<file path="config.mk">
export PLATFORM = sky130hd
export DESIGN_NAME = scps_top
export DESIGN_NICKNAME = d
export VERILOG_FILES = /design/src/hdl/scps_pkg.sv /design/src/hdl/scps_divider.sv /design/src/hdl/scps_sync.sv /design/src/hdl/scps_top.sv
export VERILOG_INCLUDE_DIRS = /design/src /design/src/hdl
export SDC_FILE = /design/constraint.sdc
export NUM_CORES = 1
export LEC_CHECK = 0
export BUFFER_PORTS_ARGS = -buffer_cell sky130_fd_sc_hd__buf_2
export CAP_MARGIN = 10
export CORE_UTILIZATION = 50
export DETAILED_ROUTE_END_ITERATION = 7
export PLACE_DENSITY = 0.77
export SYNTH_ARGS = -nofsm -noshare
export SYNTH_HDL_FRONTEND = slang
export SYNTH_HIERARCHICAL = 1
export SYNTH_SLANG_ARGS = --single-unit
</file>
<file path="constraint.sdc">
create_clock -name ref_clk -period 4.6 [get_ports ref_clk]
set_clock_uncertainty 0.15 [all_clocks]
set_input_delay 0 -clock ref_clk [delete_from_list [all_inputs] [get_ports ref_clk]]
set_output_delay 0 -clock ref_clk [all_outputs]
set_load 0.1 [all_outputs]
</file>
<file path="src/hdl/scps_defs.svh">
/*
 System clock select and PLL control: register offsets, field positions, reset values.
 Assumes inclusion by bare name from the top module.
*/
`ifndef SCPS_DEFS_SVH
`define SCPS_DEFS_SVH
`define SCPS_ADDR_OSC_CTRL   4'h0
`define SCPS_ADDR_CLK_DIV    4'h1
`define SCPS_ADDR_PLL_FB     4'h2
`define SCPS_ADDR_UNLOCK     4'h3
`define SCPS_UNLOCK_KEY1     16'h0057
`define SCPS_UNLOCK_KEY2     16'h00AA
`define SCPS_CUR_LSB         12
`define SCPS_NXT_LSB         8
`define SCPS_LOCK_EN_BIT     7
`define SCPS_PLL_LOCK_BIT    5
`define SCPS_FAIL_BIT        3
`define SCPS_SEC_EN_BIT      1
`define SCPS_SWREQ_BIT       0
`define SCPS_DIV_LSB         8
`define SCPS_POST_LSB        6
`define SCPS_PRE_LSB         0
`define SCPS_CLK_DIV_RST     16'h3040
`define SCPS_PLL_FB_RST      9'h030
`define SCPS_LOCK_WAIT_US    1000
`define SCPS_CLK_MHZ         40
`define SCPS_LOCK_CYC        (`SCPS_LOCK_WAIT_US * `SCPS_CLK_MHZ)
`define SCPS_SWITCH_CYC      16
`endif

</file>
<file path="src/hdl/scps_pkg.sv">
/*
 Types for the system clock select block.
 Assumes the defs header is on the include path.
*/
package scps_pkg;
    typedef enum logic [2:0] {
        SRC_FAST_RC       = 3'h0,
        SRC_FAST_RC_PLL   = 3'h1,
        SRC_PRIMARY       = 3'h2,
        SRC_PRIMARY_PLL   = 3'h3,
        SRC_SECONDARY     = 3'h4,
        SRC_LOW_POWER_RC  = 3'h5,
        SRC_FAST_RC_DIV16 = 3'h6,
        SRC_FAST_RC_DIVN  = 3'h7
    } scps_src_t;
    typedef enum logic [1:0] {
        PMODE_EXTERNAL = 2'h0,
        PMODE_STANDARD = 2'h1,
        PMODE_HIGH_SPD = 2'h2,
        PMODE_DISABLED = 2'h3
    } scps_pmode_t;
    typedef enum {SW_IDLE, SW_WAIT} scps_sw_state_t;
endpackage

</file>
<file path="src/hdl/scps_divider.sv">
/*
 Programmable divider producing a one-cycle tick every div_ratio cycles.
 Assumes div_ratio of at least 1; a ratio change does not restart the count.
*/
`timescale 1ns/1ps
module scps_divider (
    input  wire logic        ref_clk,
    input  wire logic        rst_b,
    input  wire logic [9:0]  div_ratio,
    output logic             tick
);
    logic [9:0] cnt_ff;
    logic [9:0] nxt_cnt;
    logic       tick_ff;
    logic       nxt_tick;

    always_comb begin
        nxt_cnt  = cnt_ff + 10'h001;
        nxt_tick = 1'b0;
        if (cnt_ff + 10'h001 >= div_ratio) begin
            nxt_cnt  = 10'h000;
            nxt_tick = 1'b1;
        end
    end

    always_ff @(posedge ref_clk or negedge rst_b) begin
        if (!rst_b) begin
            cnt_ff  <= 10'h000;
            tick_ff <= 1'b0;
        end else begin
            cnt_ff  <= nxt_cnt;
            tick_ff <= nxt_tick;
        end
    end

    assign tick = tick_ff;
endmodule

</file>
<file path="src/hdl/scps_sync.sv">
/*
 Two-flop synchroniser for asynchronous status levels.
 Assumes inputs are slow levels from other clock domains.
*/
`timescale 1ns/1ps
module scps_sync #(
    parameter int W = 2
) (
    input  wire logic         ref_clk,
    input  wire logic         rst_b,
    input  wire logic [W-1:0] async_in,
    output logic      [W-1:0] sync_out
);
    logic [W-1:0] stage1_ff;
    logic [W-1:0] stage2_ff;

    always_ff @(posedge ref_clk or negedge rst_b) begin
        if (!rst_b) begin
            stage1_ff <= '0;
            stage2_ff <= '0;
        end else begin
            stage1_ff <= async_in;
            stage2_ff <= stage1_ff;
        end
    end

    assign sync_out = stage2_ff;
endmodule

</file>
<file path="src/hdl/scps_top.sv">
/*
 System clock select and PLL control registers with source selection.
 Assumes a plain register port on ref_clk and analog PLL / oscillators outside;
 the block computes ratios, selects sources and emits tick enables for the
 divided clocks rather than gating real clocks.
*/
// Strobed register access and the placing of the registers were decided locally.
`timescale 1ns/1ps
`include "scps_defs.svh"
module scps_top #(
    parameter int LOCK_CYC = `SCPS_LOCK_CYC
) (
    input  wire logic        ref_clk,
    input  wire logic        rst_b,
    input  wire logic [3:0]  reg_addr,
    input  wire logic [15:0] reg_wdata,
    input  wire logic        reg_wr,
    input  wire logic        reg_rd,
    output logic      [15:0] reg_rdata,
    input  wire logic [2:0]  initial_osc_select,
    input  wire logic [1:0]  primary_osc_mode,
    input  wire logic        config_lock_mode,
    input  wire logic        switching_enabled,
    input  wire logic        pll_lock_async,
    input  wire logic        clock_fail_async,
    input  wire logic        low_power_rc_clk,
    output logic             watchdog_ref_clk,
    output logic             fail_safe_clock_monitor_ref_clk,
    output logic [2:0]       active_source,
    output logic [1:0]       active_primary_mode,
    output logic             pll_enable,
    output logic             pll_input_from_primary,
    output logic [5:0]       prescale_factor,
    output logic [9:0]       multiplier_factor,
    output logic [3:0]       postscale_factor,
    output logic [8:0]       fast_rc_divisor,
    output logic             secondary_enable,
    output logic             fast_rc_tick,
    output logic             instruction_clk_tick
);
    logic [2:0]  cur_osc_ff;
    logic [2:0]  nxt_cur_osc;
    logic [2:0]  nxt_osc_ff;
    logic [2:0]  nxt_nxt_osc;
    logic [1:0]  pmode_ff;
    logic [1:0]  nxt_pmode;
    logic        lock_en_ff;
    logic        nxt_lock_en;
    logic        fail_ff;
    logic        nxt_fail;
    logic        sec_en_ff;
    logic        nxt_sec_en;
    logic        swreq_ff;
    logic        nxt_swreq;
    logic [2:0]  rc_div_ff;
    logic [2:0]  nxt_rc_div;
    logic [1:0]  post_ff;
    logic [1:0]  nxt_post;
    logic [4:0]  pre_ff;
    logic [4:0]  nxt_pre;
    logic [4:0]  div_hi_ff;
    logic [4:0]  nxt_div_hi;
    logic [8:0]  mul_ff;
    logic [8:0]  nxt_mul;
    logic [1:0]  unlock_ff;
    logic [1:0]  nxt_unlock;
    logic [15:0] rdata_ff;
    logic [15:0] nxt_rdata;
    logic [31:0] lock_cnt_ff;
    logic [31:0] nxt_lock_cnt;
    logic [4:0]  sw_cnt_ff;
    logic [4:0]  nxt_sw_cnt;
    scps_pkg::scps_sw_state_t sw_state_ff;
    scps_pkg::scps_sw_state_t nxt_sw_state;
    logic        pll_lock_s;
    logic        fail_s;
    logic        fail_prev_ff;
    logic        pll_locked;
    logic        cfg_locked;
    logic        wr_osc;
    logic        unlocked;
    logic        is_pll_src;
    logic [9:0]  base_ratio;
    logic [9:0]  sys_ratio;
    logic        strap_done_ff;

    scps_sync #(.W(2)) u_sync (
        .ref_clk  (ref_clk),
        .rst_b    (rst_b),
        .async_in ({pll_lock_async, clock_fail_async}),
        .sync_out ({pll_lock_s, fail_s})
    );

    // Low-power RC is a free-running oscillator, fanned out unbuffered
    assign watchdog_ref_clk = low_power_rc_clk;
    assign fail_safe_clock_monitor_ref_clk     = low_power_rc_clk;

    // Freeze needs both the lock-mode config bit and the software lock
    assign cfg_locked = config_lock_mode && lock_en_ff;
    assign unlocked   = (unlock_ff == 2'h2);
    assign wr_osc     = reg_wr && (reg_addr == `SCPS_ADDR_OSC_CTRL) && unlocked;
    assign is_pll_src = (cur_osc_ff == scps_pkg::SRC_FAST_RC_PLL)
                     || (cur_osc_ff == scps_pkg::SRC_PRIMARY_PLL);

    // Timer-based lock fallback covers a PLL without a lock detector
    assign pll_locked = is_pll_src && (pll_lock_s || (lock_cnt_ff >= 32'(LOCK_CYC)));

    always_comb begin
        nxt_unlock = unlock_ff;
        if (reg_wr) begin
            if (reg_addr == `SCPS_ADDR_UNLOCK && reg_wdata == `SCPS_UNLOCK_KEY1) begin
                nxt_unlock = 2'h1;
            end else if (reg_addr == `SCPS_ADDR_UNLOCK && reg_wdata == `SCPS_UNLOCK_KEY2
                         && unlock_ff == 2'h1) begin
                nxt_unlock = 2'h2;
            end else begin
                nxt_unlock = 2'h0;
            end
        end
    end

    always_comb begin
        nxt_nxt_osc = nxt_osc_ff;
        nxt_lock_en = lock_en_ff;
        nxt_sec_en  = sec_en_ff;
        nxt_fail    = fail_ff;
        nxt_swreq   = swreq_ff;
        nxt_cur_osc = cur_osc_ff;
        nxt_sw_state = sw_state_ff;
        nxt_sw_cnt  = sw_cnt_ff;
        nxt_pmode   = pmode_ff;
        if (wr_osc) begin
            if (!cfg_locked) begin
                nxt_nxt_osc = reg_wdata[`SCPS_NXT_LSB +: 3];
            end
            // Lock enable can only be set once per reset
            nxt_lock_en = lock_en_ff | reg_wdata[`SCPS_LOCK_EN_BIT];
            nxt_sec_en  = reg_wdata[`SCPS_SEC_EN_BIT];
            if (!reg_wdata[`SCPS_FAIL_BIT]) begin
                nxt_fail = 1'b0;
            end
            if (switching_enabled && !cfg_locked && reg_wdata[`SCPS_SWREQ_BIT]) begin
                nxt_swreq = 1'b1;
            end
        end
        if (fail_s && !fail_prev_ff) begin
            nxt_fail = 1'b1;
        end
        // Fixed wait stands in for oscillator start-up and settling
        unique case (sw_state_ff)
            scps_pkg::SW_IDLE: begin
                if (swreq_ff) begin
                    nxt_sw_state = scps_pkg::SW_WAIT;
                    nxt_sw_cnt   = 5'h00;
                end
            end
            scps_pkg::SW_WAIT: begin
                nxt_sw_cnt = sw_cnt_ff + 5'h01;
                if (sw_cnt_ff == 5'(`SCPS_SWITCH_CYC - 1)) begin
                    nxt_cur_osc  = nxt_osc_ff;
                    nxt_swreq    = 1'b0;
                    nxt_sw_state = scps_pkg::SW_IDLE;
                end
            end
        endcase
        if (!switching_enabled) begin
            nxt_swreq = 1'b0;
        end
        // Power-on source comes from the straps, not from software
        if (!strap_done_ff) begin
            nxt_cur_osc = initial_osc_select;
            nxt_nxt_osc = initial_osc_select;
            nxt_pmode   = primary_osc_mode;
        end
    end

    always_comb begin
        // Upper clock_div bits are kept for readback only
        nxt_div_hi = div_hi_ff;
        nxt_mul    = mul_ff;
        if (reg_wr && !cfg_locked) begin
            if (reg_addr == `SCPS_ADDR_CLK_DIV) begin
                nxt_div_hi = reg_wdata[15:11];
            end
            if (reg_addr == `SCPS_ADDR_PLL_FB) begin
                nxt_mul = reg_wdata[8:0];
            end
        end
        nxt_rc_div = rc_div_ff;
        nxt_post   = post_ff;
        nxt_pre    = pre_ff;
        if (reg_wr && !cfg_locked && reg_addr == `SCPS_ADDR_CLK_DIV) begin
            nxt_rc_div = reg_wdata[`SCPS_DIV_LSB +: 3];
            nxt_post   = reg_wdata[`SCPS_POST_LSB +: 2];
            nxt_pre    = reg_wdata[`SCPS_PRE_LSB +: 5];
        end
        nxt_lock_cnt = lock_cnt_ff;
        if (!is_pll_src || sw_state_ff == scps_pkg::SW_WAIT) begin
            nxt_lock_cnt = 32'h0;
        end else if (lock_cnt_ff < 32'(LOCK_CYC)) begin
            nxt_lock_cnt = lock_cnt_ff + 32'h1;
        end
    end

    // Registered read data stands only in the cycle after the strobe
    always_comb begin
        nxt_rdata = 16'h0000;
        if (reg_rd) begin
            unique case (reg_addr)
                `SCPS_ADDR_OSC_CTRL: begin
                    nxt_rdata[`SCPS_CUR_LSB +: 3]  = cur_osc_ff;
                    nxt_rdata[`SCPS_NXT_LSB +: 3]  = nxt_osc_ff;
                    nxt_rdata[`SCPS_LOCK_EN_BIT]   = lock_en_ff;
                    nxt_rdata[`SCPS_PLL_LOCK_BIT]  = pll_locked;
                    nxt_rdata[`SCPS_FAIL_BIT]      = fail_ff;
                    nxt_rdata[`SCPS_SEC_EN_BIT]    = sec_en_ff;
                    nxt_rdata[`SCPS_SWREQ_BIT]     = swreq_ff;
                end
                `SCPS_ADDR_CLK_DIV: begin
                    // Bit 5 is unimplemented and stays zero
                    nxt_rdata[15:11]               = div_hi_ff;
                    nxt_rdata[`SCPS_DIV_LSB +: 3]  = rc_div_ff;
                    nxt_rdata[`SCPS_POST_LSB +: 2] = post_ff;
                    nxt_rdata[`SCPS_PRE_LSB +: 5]  = pre_ff;
                end
                `SCPS_ADDR_PLL_FB: begin
                    nxt_rdata = {7'h00, mul_ff};
                end
                default: begin
                    nxt_rdata = 16'h0000;
                end
            endcase
        end
    end

    always_ff @(posedge ref_clk or negedge rst_b) begin
        if (!rst_b) begin
            cur_osc_ff   <= 3'h7;
            nxt_osc_ff   <= 3'h7;
            pmode_ff     <= 2'h3;
            lock_en_ff   <= 1'b0;
            fail_ff      <= 1'b0;
            sec_en_ff    <= 1'b0;
            swreq_ff     <= 1'b0;
            rc_div_ff    <= 3'h0;
            post_ff      <= 2'h1;
            pre_ff       <= 5'h00;
            div_hi_ff    <= 5'h06;
            mul_ff       <= `SCPS_PLL_FB_RST;
            unlock_ff    <= 2'h0;
            rdata_ff     <= 16'h0000;
            lock_cnt_ff  <= 32'h0;
            sw_cnt_ff    <= 5'h00;
            sw_state_ff  <= scps_pkg::SW_IDLE;
            fail_prev_ff <= 1'b0;
        end else begin
            cur_osc_ff   <= nxt_cur_osc;
            nxt_osc_ff   <= nxt_nxt_osc;
            pmode_ff     <= nxt_pmode;
            lock_en_ff   <= nxt_lock_en;
            fail_ff      <= nxt_fail;
            sec_en_ff    <= nxt_sec_en;
            swreq_ff     <= nxt_swreq;
            rc_div_ff    <= nxt_rc_div;
            post_ff      <= nxt_post;
            pre_ff       <= nxt_pre;
            div_hi_ff    <= nxt_div_hi;
            mul_ff       <= nxt_mul;
            unlock_ff    <= nxt_unlock;
            rdata_ff     <= nxt_rdata;
            lock_cnt_ff  <= nxt_lock_cnt;
            sw_cnt_ff    <= nxt_sw_cnt;
            sw_state_ff  <= nxt_sw_state;
            fail_prev_ff <= fail_s;
        end
    end

    // Straps caught once, in the first cycle after reset release
    always_ff @(posedge ref_clk or negedge rst_b) begin
        if (!rst_b) begin
            strap_done_ff <= 1'b0;
        end else begin
            strap_done_ff <= 1'b1;
        end
    end

    logic [2:0] boot_src_ff;
    always_ff @(posedge ref_clk or negedge rst_b) begin
        if (!rst_b) begin
            boot_src_ff <= 3'h7;
        end else if (!strap_done_ff) begin
            boot_src_ff <= initial_osc_select;
        end
    end

    // Until straps settle, or while switching is disabled, the effective source follows the strap capture
    logic [2:0] eff_src;
    assign eff_src = strap_done_ff && switching_enabled ? cur_osc_ff : boot_src_ff;

    assign active_source          = eff_src;
    assign active_primary_mode    = pmode_ff;
    assign pll_enable             = (eff_src == scps_pkg::SRC_FAST_RC_PLL)
                                 || (eff_src == scps_pkg::SRC_PRIMARY_PLL);
    assign pll_input_from_primary = (eff_src == scps_pkg::SRC_PRIMARY_PLL);
    assign prescale_factor        = {1'b0, pre_ff} + 6'h02;
    assign multiplier_factor      = {1'b0, mul_ff} + 10'h002;
    assign postscale_factor       = (post_ff == 2'h0) ? 4'h2 :
                                    (post_ff == 2'h1) ? 4'h4 : 4'h8;
    // Top code skips 128 and jumps straight to 256
    always_comb begin
        if (rc_div_ff == 3'h7) begin
            fast_rc_divisor = 9'h100;
        end else begin
            fast_rc_divisor = 9'h001 << rc_div_ff;
        end
    end
    assign secondary_enable       = sec_en_ff || (eff_src == scps_pkg::SRC_SECONDARY);
    assign reg_rdata              = rdata_ff;

    // Tick model: fast RC divider ratio, and system divide-by-two
    always_comb begin
        unique case (eff_src)
            scps_pkg::SRC_FAST_RC_DIV16: base_ratio = 10'h010;
            scps_pkg::SRC_FAST_RC_DIVN:  base_ratio = {1'b0, fast_rc_divisor};
            default:                      base_ratio = 10'h001;
        endcase
        sys_ratio = 10'h002;
    end

    scps_divider u_rc_div (
        .ref_clk   (ref_clk),
        .rst_b     (rst_b),
        .div_ratio (base_ratio),
        .tick      (fast_rc_tick)
    );

    // PLL frequency is formed outside from the three factor outputs
    scps_divider u_cy_div (
        .ref_clk   (ref_clk),
        .rst_b     (rst_b),
        .div_ratio (sys_ratio),
        .tick      (instruction_clk_tick)
    );
endmodule

</file>
==> results.md, run 1 <==
- The flip-flop and latch count after synthesis is 123.
- In this run the core area contains 40 standard-cell rows.
- In the finished design, the share of the clock period the worst path needs comes to 81.54%.
- The fill cell instance count of the final layout is 929.
- The routed layout has 5059 vias.
- The clock network accounts for 34.2% of the total power.
- The clock transition at the register clock pins on the worst setup and hold paths after CTS is 0.06 ns.
- The number of gates resized after CTS is 0.
- The library cell used most frequently in the layout, excluding fill and tap cells, is dfrtp_1.
- The buffer cell driving the clock tree root is clkbuf_16.
- The number of enable-type register cells in the synthesized netlist is 0.
- The signal on the critical path passes through nand2_1 > o21ai_0 > nand3_1 > nor2_1 > inv_1 > ha_1 > nand4_1 > o31ai_2 > nor3b_2.
- In this run the worst hold path is classified as in2out.
- The final number of max-transition violations is 0.
- The weighted congestion reported at the end of routability-driven placement is 0.8359.
- The fraction of layout cells with a size suffix above 1 is 27.62%.
- The half-perimeter wire length after placement is 10.06 mm.
- Counting both buffers and inverters, the worst setup path holds a total of 1.
- Counting along the longest clock path gives a buffer depth of 2.
- The areal power density over the cells is 505.8 nW/um^2.
- The horizontal die dimension is 115.2 um.
- Leaving out fill and tap cells, the most frequent cells in the layout are dfrtp_1, buf_2, nor2_1.
- The H-tree was split into 4 levels.
- From synthesis to final layout, the design area changed by 24.44%.
- Setup violations remaining at the end of the flow were counted as 0.
- The most used flip-flop cell after synthesis is dfrtp_1.
- The proportion of power drawn by flip-flops and latches is 33.8%.
- The remaining antenna violation count after routing is 0.
- Summed over all cells, the static leakage comes to 3.839 nW.
- The summed negative setup slack over all endpoints is 0 ns.
- Entering global routing, the biggest net connects 80 pins.
- For the finished layout, the period the worst path requires is 3.751 ns.
- Dividing the detail-routed wire length by the instance count gives 17.22 um.
- The data required time at the worst endpoint is 4.69 ns.
- Using the TritonRoute via totals, the vias-per-cell ratio works out to 5.665.
- Setup repair after global routing left no endpoint under its margin.
- In this design, the stage delay of the slowest critical-path cell is 0.95 ns.
- The total wirelength of the detailed-routed design is 15.38 mm.
- After detailed placement, the design holds a cell count of 824.
- The buffers inserted during post-CTS setup optimization is 0.
- The number of failing hold endpoints at the final stage is 0.
- On the critical path, the stage with the largest delay is an instance of o31ai_2.
- The run finished with clean final reports.
- The total area inside the core boundary comes to 12260 sq um.
- The synthesized instance count is 582.
- The average size of a mapped cell is 11.00 sq um.
- The mapped netlist covers 6404 sq um.
- The number of optimization iterations in the first detailed-route pass is 5.
- Measured along the y axis, the die boundary spans 115.2 um.
- Of all nets on the critical path, the largest fanout is 15.
- The number of nets in the layout is 773.
- The total overflow reported by the global router is 0.
- The initial antenna violation count was 1.
- The total CTS buffers is 17.
- The floorplan die area is 13260 sq um.
- The arrival time at the worst endpoint is 3.84 ns.
- In this run the power spent charging and discharging nets is 1.553 mW.
- The completed layout was analyzed and its total power is 4.031 mW.
- The starting DRC count in detailed routing is 284.
- The number of clock sinks is 123.
- For the worst-skew pair, the clock arrives at the later sink with an insertion delay of 0.42 ns.
- Net switching is 38.53% of the power.
- For flop-to-flop paths, the worst setup slack is 0.85 ns.
- Across every metal layer, demand over resource in global routing totals 25.01%.
- Of all flip-flops after synthesis, the portion carrying an async set or reset was 100.0%.
- For the pin with the worst max-slew slack, the measured transition is 1.217 ns.
- On the critical path the largest part of the delay comes from compound AO/OA/AOI/OAI gates.
- The max-cap check violation count is 0.
- The maximum frequency from static timing analysis is 266.6 MHz.
- The cell-internal power is 2.478 mW.
- The start-to-end type of the worst setup path is reg2reg.
- The register area share after synthesis is 48.38%.
- The number of global-route vias before repair is 5205.
- The number of warnings issued by yosys is 6.
- The sort of element at the start of the critical path is a register.
- For this run, design rule violations remaining after detail routing come to 0.
- The first-pass GRT wire length is 25.27 mm.
- The boundary pin count is 91.
- The hold-fix buffer count after cts is 36.
- Combinational logic is responsible for 32.0% of the overall power.
- The number of distinct library cells after synthesis is 60.
- The clock tree from TritonCTS is done.
- The element type at the critical path end is a register.
- The starting density of the core is 52.22%.
- Buffers placed on the I/O ports in this run total 85.
- In this run the tightest slew margin relative to its limit is 18.40%.
- The count of cells in the finished layout, fillers not included, comes to 893.
- The worst supply voltage drop on vdd is 483.9 uV.
per-layer routing:
metal / share of wire, % / GRT usage, %
met3: 5.4 / 5.957
met2: 51 / 42.49
met4: 2.5 / 10.30
met1: 41 / 30.67
met5: 0 / 0
state kept, by name (all words and copies together) (netlist names), 3 cells and up:
register,cells
boot_src_ff,3
lock_cnt_ff,32
div_hi_ff,5
cur_osc_ff,3
mul_ff,9
sw_cnt_ff,5
nxt_osc_ff,3
u_cy_div/cnt_ff,10
pre_ff,5
rc_div_ff,3
u_rc_div/cnt_ff,10
reg_rdata,16
synthesized netlist by cell type, drive strengths merged (9+ instances only):
master / count / area (sq um)
nor3: 17 / 105.1
nand2: 30 / 112.6
mux2i: 19 / 190.2
nor4: 12 / 126.4
nor3b: 20 / 240.2
dfstp: 16 / 420.4
inv: 28 / 105.1
nand3: 22 / 110.1
xnor2: 26 / 257.7
dfrtp: 107 / 2678
nand4: 12 / 90.09
ha: 28 / 350.3
nor2: 49 / 183.9
nand2b: 9 / 56.30
a21oi: 27 / 138.9
clkbuf: 15 / 56.30
mux2: 32 / 360.4
buf: 13 / 91.33
and2: 18 / 112.6
and3: 11 / 78.82
power groups by stage:
stage | Combinational [mW] | Clock (mW) | Sequential [mW]
after floorplan | 0.986 | 0 | 1.39
after global placement | 1.20 | 0 | 1.36
after detailed placement | 1.24 | 0 | 1.37
after CTS | 1.28 | 1.38 | 1.36
after global routing | 1.37 | 1.44 | 1.38
final | 1.29 | 1.38 | 1.36
worst reg2reg max path, delay by kind of cell (launching register included):
kind | cells | cell delay (ns)
flops | 1 | 0.67
simple gates | 5 | 0.92
buf+inv | 1 | 0.07
compound gates | 2 | 1.41
fa+ha+maj | 1 | 0.34
cell type report:
type / count / area (sq um) / share of cell area (%)
Multi-Input combinational cell: 416 / 3112 / 39.05
Sequential cell: 123 / 3098 / 38.88
Timing Repair Buffer: 125 / 828.3 / 10.39
Clock buffer: 21 / 470.5 / 5.904
Tap cell: 168 / 210.2 / 2.638
Clock inverter: 11 / 142.6 / 1.790
Inverter: 28 / 105.1 / 1.319
Antenna cell: 1 / 2.502 / 0.03140
logic make-up after synthesis:
logic type                 Yosys count  synth area share (%)
buffers and inverters               56                 3.947
and+or+nand+nor                    226                 22.22
xor gates and xnor gates            33                 4.982
AOI/OAI and AO/OA                   63                 6.292
other                                2                0.1173
DFF                                123                 48.38
adders and majority gates           28                 5.471
muxes                               51                 8.597
path summary, 6_finish.rpt:
| path | startpoint | to | cells past startpoint |
|---|---|---|---|
| min | low_power_rc_clk | watchdog_ref_clk | 1 |
| max | strap_done_ff | u_rc_div/cnt_ff[9] | 9 |
| min reg2reg | u_sync/stage1_ff[1] | u_sync/sync_out[1] | 0 |
| max reg2reg | strap_done_ff | u_rc_div/cnt_ff[9] | 9 |
| max in group asynchronous | rst_b | lock_cnt_ff[27] | 3 |
| min in group asynchronous | rst_b | pre_ff[3] | 2 |
through the flow:
step                      area (sq um)  utilization [%]  hold slack, ns  setup slack, ns
after global placement            6983            56.95         -0.1482            1.268
after detailed placement          6983            56.95         -0.1482            1.013
after CTS                         7966            64.97         0.03266           0.9785
final                             7969            64.99         0.03329           0.8494
after global routing              7969            64.99         0.03293           0.7590
after floorplan                   6452                -         -0.4456           0.3150
No activity file was read; power rests on OpenSTA's default activity.
==> run 2: changes to the inputs <==
Settings changed: PLACE_DENSITY 0.77 to 0.8.
Clock period 4.6 ns to 3.35 ns, I/O delays scaled along.
==> run 2 against run 1 <==
Wire length up 0.61%. Critical path depth unchanged. Global-route usage about the same. Count of clock-buffer cells in the layout down 2. Total power up 39%. Maximum frequency up 22%. Die area unchanged. Sequential share of layout area down 0.29 points. Final area up 0.75%. Register-to-register slack worse by 0.58 ns. Via count up 0.42%. Highest routed layer unchanged.
==> results.md, run 2 (synthesized netlist as in run 1, its figures left out) <==
- No sink is reached through more buffers than the 2 on the longest clock path.
- Together, buffers and inverters on the worst path number 1.
- TritonCTS created 17 clock buffers.
- At the later pin of the worst-skew pair, clock insertion delay measures 0.41 ns.
- CTS placed an instance of clkbuf_16 at the clock tree root.
- The final number of max-transition violations is 0.
- Relative to the synthesized area, the layout overhead comes to 25.38%.
- For the worst setup path, the data arrival time is 3.28 ns.
- The worst setup path is captured at a register.
- The depth of the CTS H-tree is 4.
- Setup violations remaining at the end of the flow were counted as 0.
- The first TritonRoute pass finished after 5 iterations.
- In this run the tool buffered the top-level ports with 85 buffer cells.
- The worst register-to-register path begins at cur_osc_ff[2].
- In this run the power density over the cells is 699.2 nW/um^2.
- Summing all flip-flop and latch instances after layout gives 3098 sq um.
- The number of nets in the layout is 776.
- Pin placement for this block handled 91 I/O pins.
- The starting density of the core is 52.22%.
- The first-pass GRT wire length is 25.56 mm.
- The cell area after placement is 7028 sq um.
- The library cell used most frequently in the layout, excluding fill and tap cells, is dfrtp_1.
- The number of placed instances, taps included, is 828.
- The post-route netlist has 28.34% of its cells at a drive strength greater than 1.
- The register with the most flip-flops in the layout has 32 of them.
- The final instance area is 8029 sq um.
- The clock tree from TritonCTS is done.
- The weighted congestion reported at the end of routability-driven placement is 0.8479.
- The worst hold path terminates at fail_safe_clock_monitor_ref_clk.
- The critical path goes through nand2_1 > o21ai_0 > nand3_1 > nor2_1 > inv_1 > ha_1 > nand4_1 > o31ai_4 > or2_2.
- Based on the critical path, the design can be clocked at up to 324.1 MHz.
- The maximum fanout count along the critical path is 11.
- The initial antenna violation count is 0.
- The routed length per instance is 17.29 um.
- Clock tree synthesis found a total of 123 sinks.
- The starting DRC count in detailed routing is 372.
- The worst min-delay path class is in2out.
- The core region is 12260 sq um.
- The detailed-route via count is 5080.
- In this run the tightest slew margin relative to its limit is 20.49%.
- The tool flagged a number of max-cap violations equal to 0.
- The die is 115.2 um tall.
- The number of non-filler instances in the completed layout is 895.
- 0 antenna diodes ended up in the layout.
- The critical-path cell with the highest stage delay is o31ai_4.
- The total overflow left after global routing is 0.
- The largest incremental delay on the critical path is 0.64 ns.
- The vias per cell is 5.676.
- The die covers 13260 sq um.
- Wires add up to 15.48 mm.
- After detailed routing, the number of remaining DRC violations is 0.
- The clock transition at the register clock pins on the worst setup and hold paths after CTS is 0.06 ns.
- The number of setup buffers added after CTS is 0.
- The worst setup path is launched from a register.
- In this run the critical register-to-register path is captured at u_rc_div/tick.
- More flip-flops sit in one register than any other, and that register is lock_cnt_ff.
- The transition time of the tightest slew-check pin is 1.186 ns.
- The start-to-end type of the worst setup path is reg2reg.
- The overall routing resource usage is 25.05%.
- Counting I/O delays and the setup requirement, the final critical path takes 3.086 ns.
- The placement row count is 40.
- The remaining antenna violation count after routing is 0.
- In this run the horizontal extent of the chip is 115.2 um.
- The flop-to-flop setup slack is 0.26 ns.
- In the layout the commonest cells are dfrtp_1, buf_2, nor2_1.
- The ratio of final minimum period to clock period is 92.11%.
- Entering global routing, the biggest net connects 77 pins.
- The leakage power is 3.871 nW.
- The half-perimeter wire length after placement is 9.914 mm.
- In the final timing run, aggregate negative setup slack is 0 ns.
- Along the worst hold path, the cell count comes to 1.
- The data required time at the worst endpoint is 3.55 ns.
- The number of global-route vias before repair came to 5416.
- In this run the most critical hold path is launched from low_power_rc_clk.
- The worst supply voltage drop on vdd is 609.1 uV.
- The multi-input combinational cells in the finished layout cover a total of 3136 sq um.
- The run finished with clean final reports.
- The layout has 884 filler cells.
- The depth of the worst register-to-register path is 9.
- The largest delay contributor family on the critical path is compound AO/OA/AOI/OAI gates.
- Setup repair after global routing left no endpoint under its margin.
- The number of failing hold endpoints at the final stage is 0.
-- run 2: cell count changes in the layout (fill, tap and decap cells not counted), moves of 2 or more --
cell,delta
nor3_1,-2
nor3_2,+2
clkbuf_8,-3
buf_4,+4
bufinv_16,+2
-- run 2: repair_timing --
action,CTS,global route
endpoints found under the hold margin,128,0
endpoints found under the setup margin,0,11
gates resized for setup,0,1
hold buffers,35,0
-- run 2: metrics by stage --
stage	hold slack [ns]	setup WS [ns]	util, %	power (mW)
2_1_floorplan	-0.4456	0.002298	-	3.262
3_3_place_gp	-0.1483	0.2927	57.32	3.521
3_5_place_dp	-0.1483	0.1163	57.32	3.593
4_1_cts	0.03270	0.02785	65.41	5.599
5_1_grt	0.03361	0.007170	65.48	5.839
6_report	0.03138	0.2644	65.48	5.614
-- run 2: layer usage --
metal | part of all wire (%) | up-vias | track usage, %
met1 | 41 | 2533 | 29.51
met2 | 52 | 200 | 43.45
met3 | 5.0 | 50 | 6.642
li1 | - | 2297 | -
met4 | 2.6 | 0 | 10.30
met5 | 0 | - | 0
-- run 2: worst register-to-register path: stages, from the launching register on --
cell     delay, ns
dfstp_2       0.59
nand2_1       0.06
o21ai_0       0.44
nand3_1       0.21
nor2_1        0.15
inv_1         0.06
ha_1          0.32
nand4_1       0.16
o31ai_4       0.64
or2_2         0.23
-- run 2: cell type report --
cell class,count,area share (%)
clock buffer,19,5.392
clock inverter,13,2.478
inverter,28,1.309
multi-input combinational,416,39.05
sequential,123,38.58
tap,168,2.618
timing repair buffer,128,10.57
-- run 2: worst max-delay path by stage --
stage                             start  cells after the start                  to  slack [ns]
after floorplan            rc_div_ff[2]                     10  u_rc_div/cnt_ff[1]       0.002
after global placement    cur_osc_ff[2]                      9       u_rc_div/tick        0.29
after detailed placement  cur_osc_ff[2]                      9       u_rc_div/tick        0.12
after CTS                 cur_osc_ff[2]                      9       u_rc_div/tick        0.03
after global routing      cur_osc_ff[2]                      9       u_rc_div/tick       0.007
final                     cur_osc_ff[2]                      9       u_rc_div/tick        0.26
-- run 2: report_power, final --
part | internal (mW) | switching, mW | total, mW
clock network | 1.31 | 0.643 | 1.96
logic | 0.510 | 1.28 | 1.79
registers | 1.68 | 0.191 | 1.87
total | 3.50 | 2.12 | 5.61
==> run 3: changes to the inputs <==
Settings changed: CTS_CLUSTER_DIAMETER set to 120, HOLD_SLACK_MARGIN set to 0.06, SYNTH_HIERARCHICAL 1 to unset.
==> run 3 against run 2 <==
Via count fell by 8.9%. Maximum frequency rose by 0.34%. Final cell count fell by 8.0%. Combinational power fell by 27%. Critical path depth rose by 1. Worst hold slack improved by 0.057 ns. Area after synthesis fell by 8.2%. Sequential power fell by 6%. Total power fell by 8.6%. Flip-flop and latch count did not move. Global-route usage rose by 0.45 points. Critical path type unchanged. Critical endpoint is now u_rc_div.cnt_ff[2]. Highest routed layer unchanged.
==> results.md, run 3 <==
- In this run, post-CTS repair resized a total of 0 instances.
- The half-perimeter wire length after placement is 9.369 mm.
- The initial antenna violation count is 0.
- At the pin with the least slew margin, the transition time is 0.9778 ns.
- For the worst-skew pair, the clock arrives at the later sink with an insertion delay of 0.42 ns.
- In this run the tightest slew margin relative to its limit is 34.81%.
- The data required time at the worst endpoint is 3.53 ns.
- The share of synthesized cell area in and, or, nand and nor gates is 20.71%.
- The start-to-end type of the worst setup path is reg2reg.
- The number of global-route vias before repair is 5021.
- In the layout the commonest cells are dfrtp_1, buf_2, nor2_1.
- Setup total negative slack on the finished layout was measured at 0 ns.
- The cell-internal power is 3.325 mW.
- The antenna cell count is 0.
- The commonest non-fill, non-tap cell in the layout is dfrtp_1.
- The boundary pin count is 91.
- The cell area that synthesis handed to floorplanning was 5878 sq um.
- The clock tree from TritonCTS is done.
- The proportion of total power due to net switching is 35.20%.
- The die is 110.4 um wide.
- The arrival time at the worst endpoint is 3.26 ns.
- The remaining antenna violation count after routing is 0.
- In this run the clock root is driven by a clkbuf_16.
- The async set or reset register ratio after synthesis is 100.0%.
- Clock-pin slew was measured on the worst setup and hold paths at 0.05 ns.
- The area overhead of the layout relative to synthesis is 28.63%.
- Yosys mapped a number of flops with a built-in enable equal to 0.
- STA classifies the critical path endpoint as a register.
- The total overflow reported by the global router is 0.
- After synthesis, the most frequently instantiated cells are dfrtp_1, nor2_1, nand2_1.
- Cells with a size suffix above 1 make up 23.97% of the layout.
- The synthesized netlist devotes 7.237% of its cell area to compound gates.
- The placement row count is 39.
- For this design, the slowest cell found on the critical path is mux2i_1.
- The first global-routing pass estimated 24.34 mm of wire.
- The part of the power in the clock network is 40.2%.
- The sort of element at the start of the critical path is a register.
- The final number of max-transition violations was 0.
- The core area is 11420 sq um.
- Once the floorplan was initialized, standard cells occupied 51.48% of the core.
- The run finished with clean final reports.
- Entering global routing, the biggest net connects 78 pins.
- By area, the combinational part of the netlist is dominated by simple AND/OR/NAND/NOR gates.
- Setup repair after global routing left no endpoint under its margin.
- The average size of a mapped cell is 11.07 sq um.
- The routed length per instance is 17.70 um.
- The areal power density over the cells is 678.7 nW/um^2.
- The post-synthesis share of cell area spent on full adders, half adders and majority gates is 3.619%.
- Max-cap violations in this run came to 0.
- In this run the tool buffered the top-level ports with 85 buffer cells.
- The critical path goes through nand2_1 > mux2i_1 > inv_2 > and3_1 > nand2_1 > ha_1 > and3_1 > a221oi_1 > o2111ai_1 > nor2b_1.
- The maximum frequency from static timing analysis is 325.2 MHz.
- The logic gate share of total power is 25.5%.
- The synthesized netlist devotes 3.129% of its cell area to XOR and XNOR gates.
- The number of flip-flops under the largest register name is 32.
- The number of warnings issued by yosys is 0.
- By instance count, the leading cell after synthesis is dfrtp_1.
- The number of distinct library cells after synthesis is 62.
- The total CTS buffers is 17.
- Setup violations remaining at the end of the flow were counted as 0.
- Using the TritonRoute via totals, the vias-per-cell ratio works out to 5.621.
- The maximum root-to-sink buffer count is 2.
- More flip-flops sit in one register than any other, and that register is lock_cnt_ff.
- The number of nets in the layout is 718.
- Synthesis produced a netlist whose cell count is 531.
- The fill cell instance count of the final layout is 807.
- The weighted congestion reported at the end of routability-driven placement is 0.8263.
- dfrtp_1 takes more of the synthesized area than any other cell.
- For this block, the routed nets add up to 14.56 mm of wire.
- The number of clock sinks is 123.
- The detailed-route via count is 4626.
- Summed over all nets, the switching power comes to 1.806 mW.
- The overall routing resource usage is 25.50%.
- The starting DRC count in detailed routing is 414.
- In this run the worst path has a maximum fanout of 9.
- The ratio of final minimum period to clock period is 91.80%.
- The register area share after synthesis is 52.70%.
- The most used flip-flop cell after synthesis is dfrtp_1.
- The post-layout total power is 5.131 mW.
- For this run, design rule violations remaining after detail routing come to 0.
- The floorplan step defined a die boundary enclosing 12190 sq um.
- Registers are responsible for 34.3% of the overall power.
- After synthesis, the cell types taking the most area are dfrtp_1, dfstp_2, mux2_1.
- The die boundary height is 110.4 um.
- The number of failing hold endpoints at the final stage is 0.
- The worst register-to-register path has a setup slack of 0.27 ns.
- The flip-flop and latch count after synthesis is 123.
- The H-tree was split into 4 levels.
- The worst-case IR drop observed on VDD is 701.7 uV.
- The top-area cell type share of the netlist area is 45.55%.
- The min-delay analysis places its worst path in the category in2reg.
- The number of optimization iterations in the first detailed-route pass is 5.
- On the worst path, the slowest cell contributes a delay of 0.49 ns.
- For this design the static power due to leakage is 3.581 nW.
- The worst path needs 3.075 ns of the cycle, external delays included.
- The share of cell area taken by muxes after synthesis is 9.366%.
[run 3: per-layer routing]
metal | global-route usage [%] | wire (um)
met5 | 0 | 0
met4 | 12.89 | 430
met3 | 6.422 | 768
met2 | 43.93 | 7617
met1 | 29.38 | 5747
[run 3: area by class of cell]
type	count	area, sq um	area share (%)
inverter	20	75.07	0.9929
multi-input combinational	377	2666	35.26
clock buffer	26	519.2	6.867
timing repair buffer	128	868.3	11.48
clock inverter	6	155.1	2.052
sequential	123	3098	40.97
tap	143	178.9	2.366
[run 3: worst paths after layout]
kind                                             to  cells after the start           startpoint
worst min register to register   u_sync.sync_out[1]                      0  u_sync.stage1_ff[1]
worst min-delay path            u_sync.stage1_ff[0]                      2     clock_fail_async
max in group asynchronous             nxt_osc_ff[0]                      3                rst_b
worst max-delay path             u_rc_div.cnt_ff[2]                     10        strap_done_ff
min in group asynchronous           lock_cnt_ff[18]                      2                rst_b
worst max register to register   u_rc_div.cnt_ff[2]                     10        strap_done_ff
[run 3: logic make-up after synthesis]
family / count (synthesis)
muxes: 51
other: 2
AOI/OAI and AO/OA: 64
and+or+nand+nor: 211
xor gates and xnor gates: 21
buffers and inverters: 42
DFF: 123
adders and majority gates: 17
[run 3: power groups by stage]
stage                     Sequential (mW)  Combinational (mW)  Clock [mW]
after floorplan                      1.79                1.00           0
after global placement               1.76                1.22           0
after detailed placement             1.77                1.24           0
after CTS                            1.75                1.29        2.09
after global routing                 1.77                1.36        2.16
final                                1.76                1.31        2.07
[run 3: critical path: cells and delay by family, from the launching register on]
kind / cells / cell delay [ns]
AOI/OAI and AO/OA: 2 / 0.72
adders and majority gates: 1 / 0.24
buffers and inverters: 1 / 0.10
DFF: 1 / 0.37
muxes: 1 / 0.49
and+or+nand+nor: 5 / 0.92
[run 3: repair_timing]
action | 4_1_cts | 5_1_grt
hold buffers | 38 | 0
endpoints found under the hold margin | 134 | 0
buffers inserted | 0 | 0
endpoints found under the setup margin | 0 | 0
[run 3: per-stage QoR]
step	setup WS (ns)	instance area, sq um	utilization [%]	std cells	hold slack [ns]
6_report	0.2748	7561	66.22	823	0.08803
5_1_grt	0.01520	7561	66.22	823	0.08270
4_1_cts	0.3100	7561	66.22	823	0.06357
3_5_place_dp	0.3810	6496	56.89	753	-0.1489
3_3_place_gp	0.5289	6496	56.89	753	-0.1489
2_1_floorplan	0.2569	5947	-	542	-0.4456
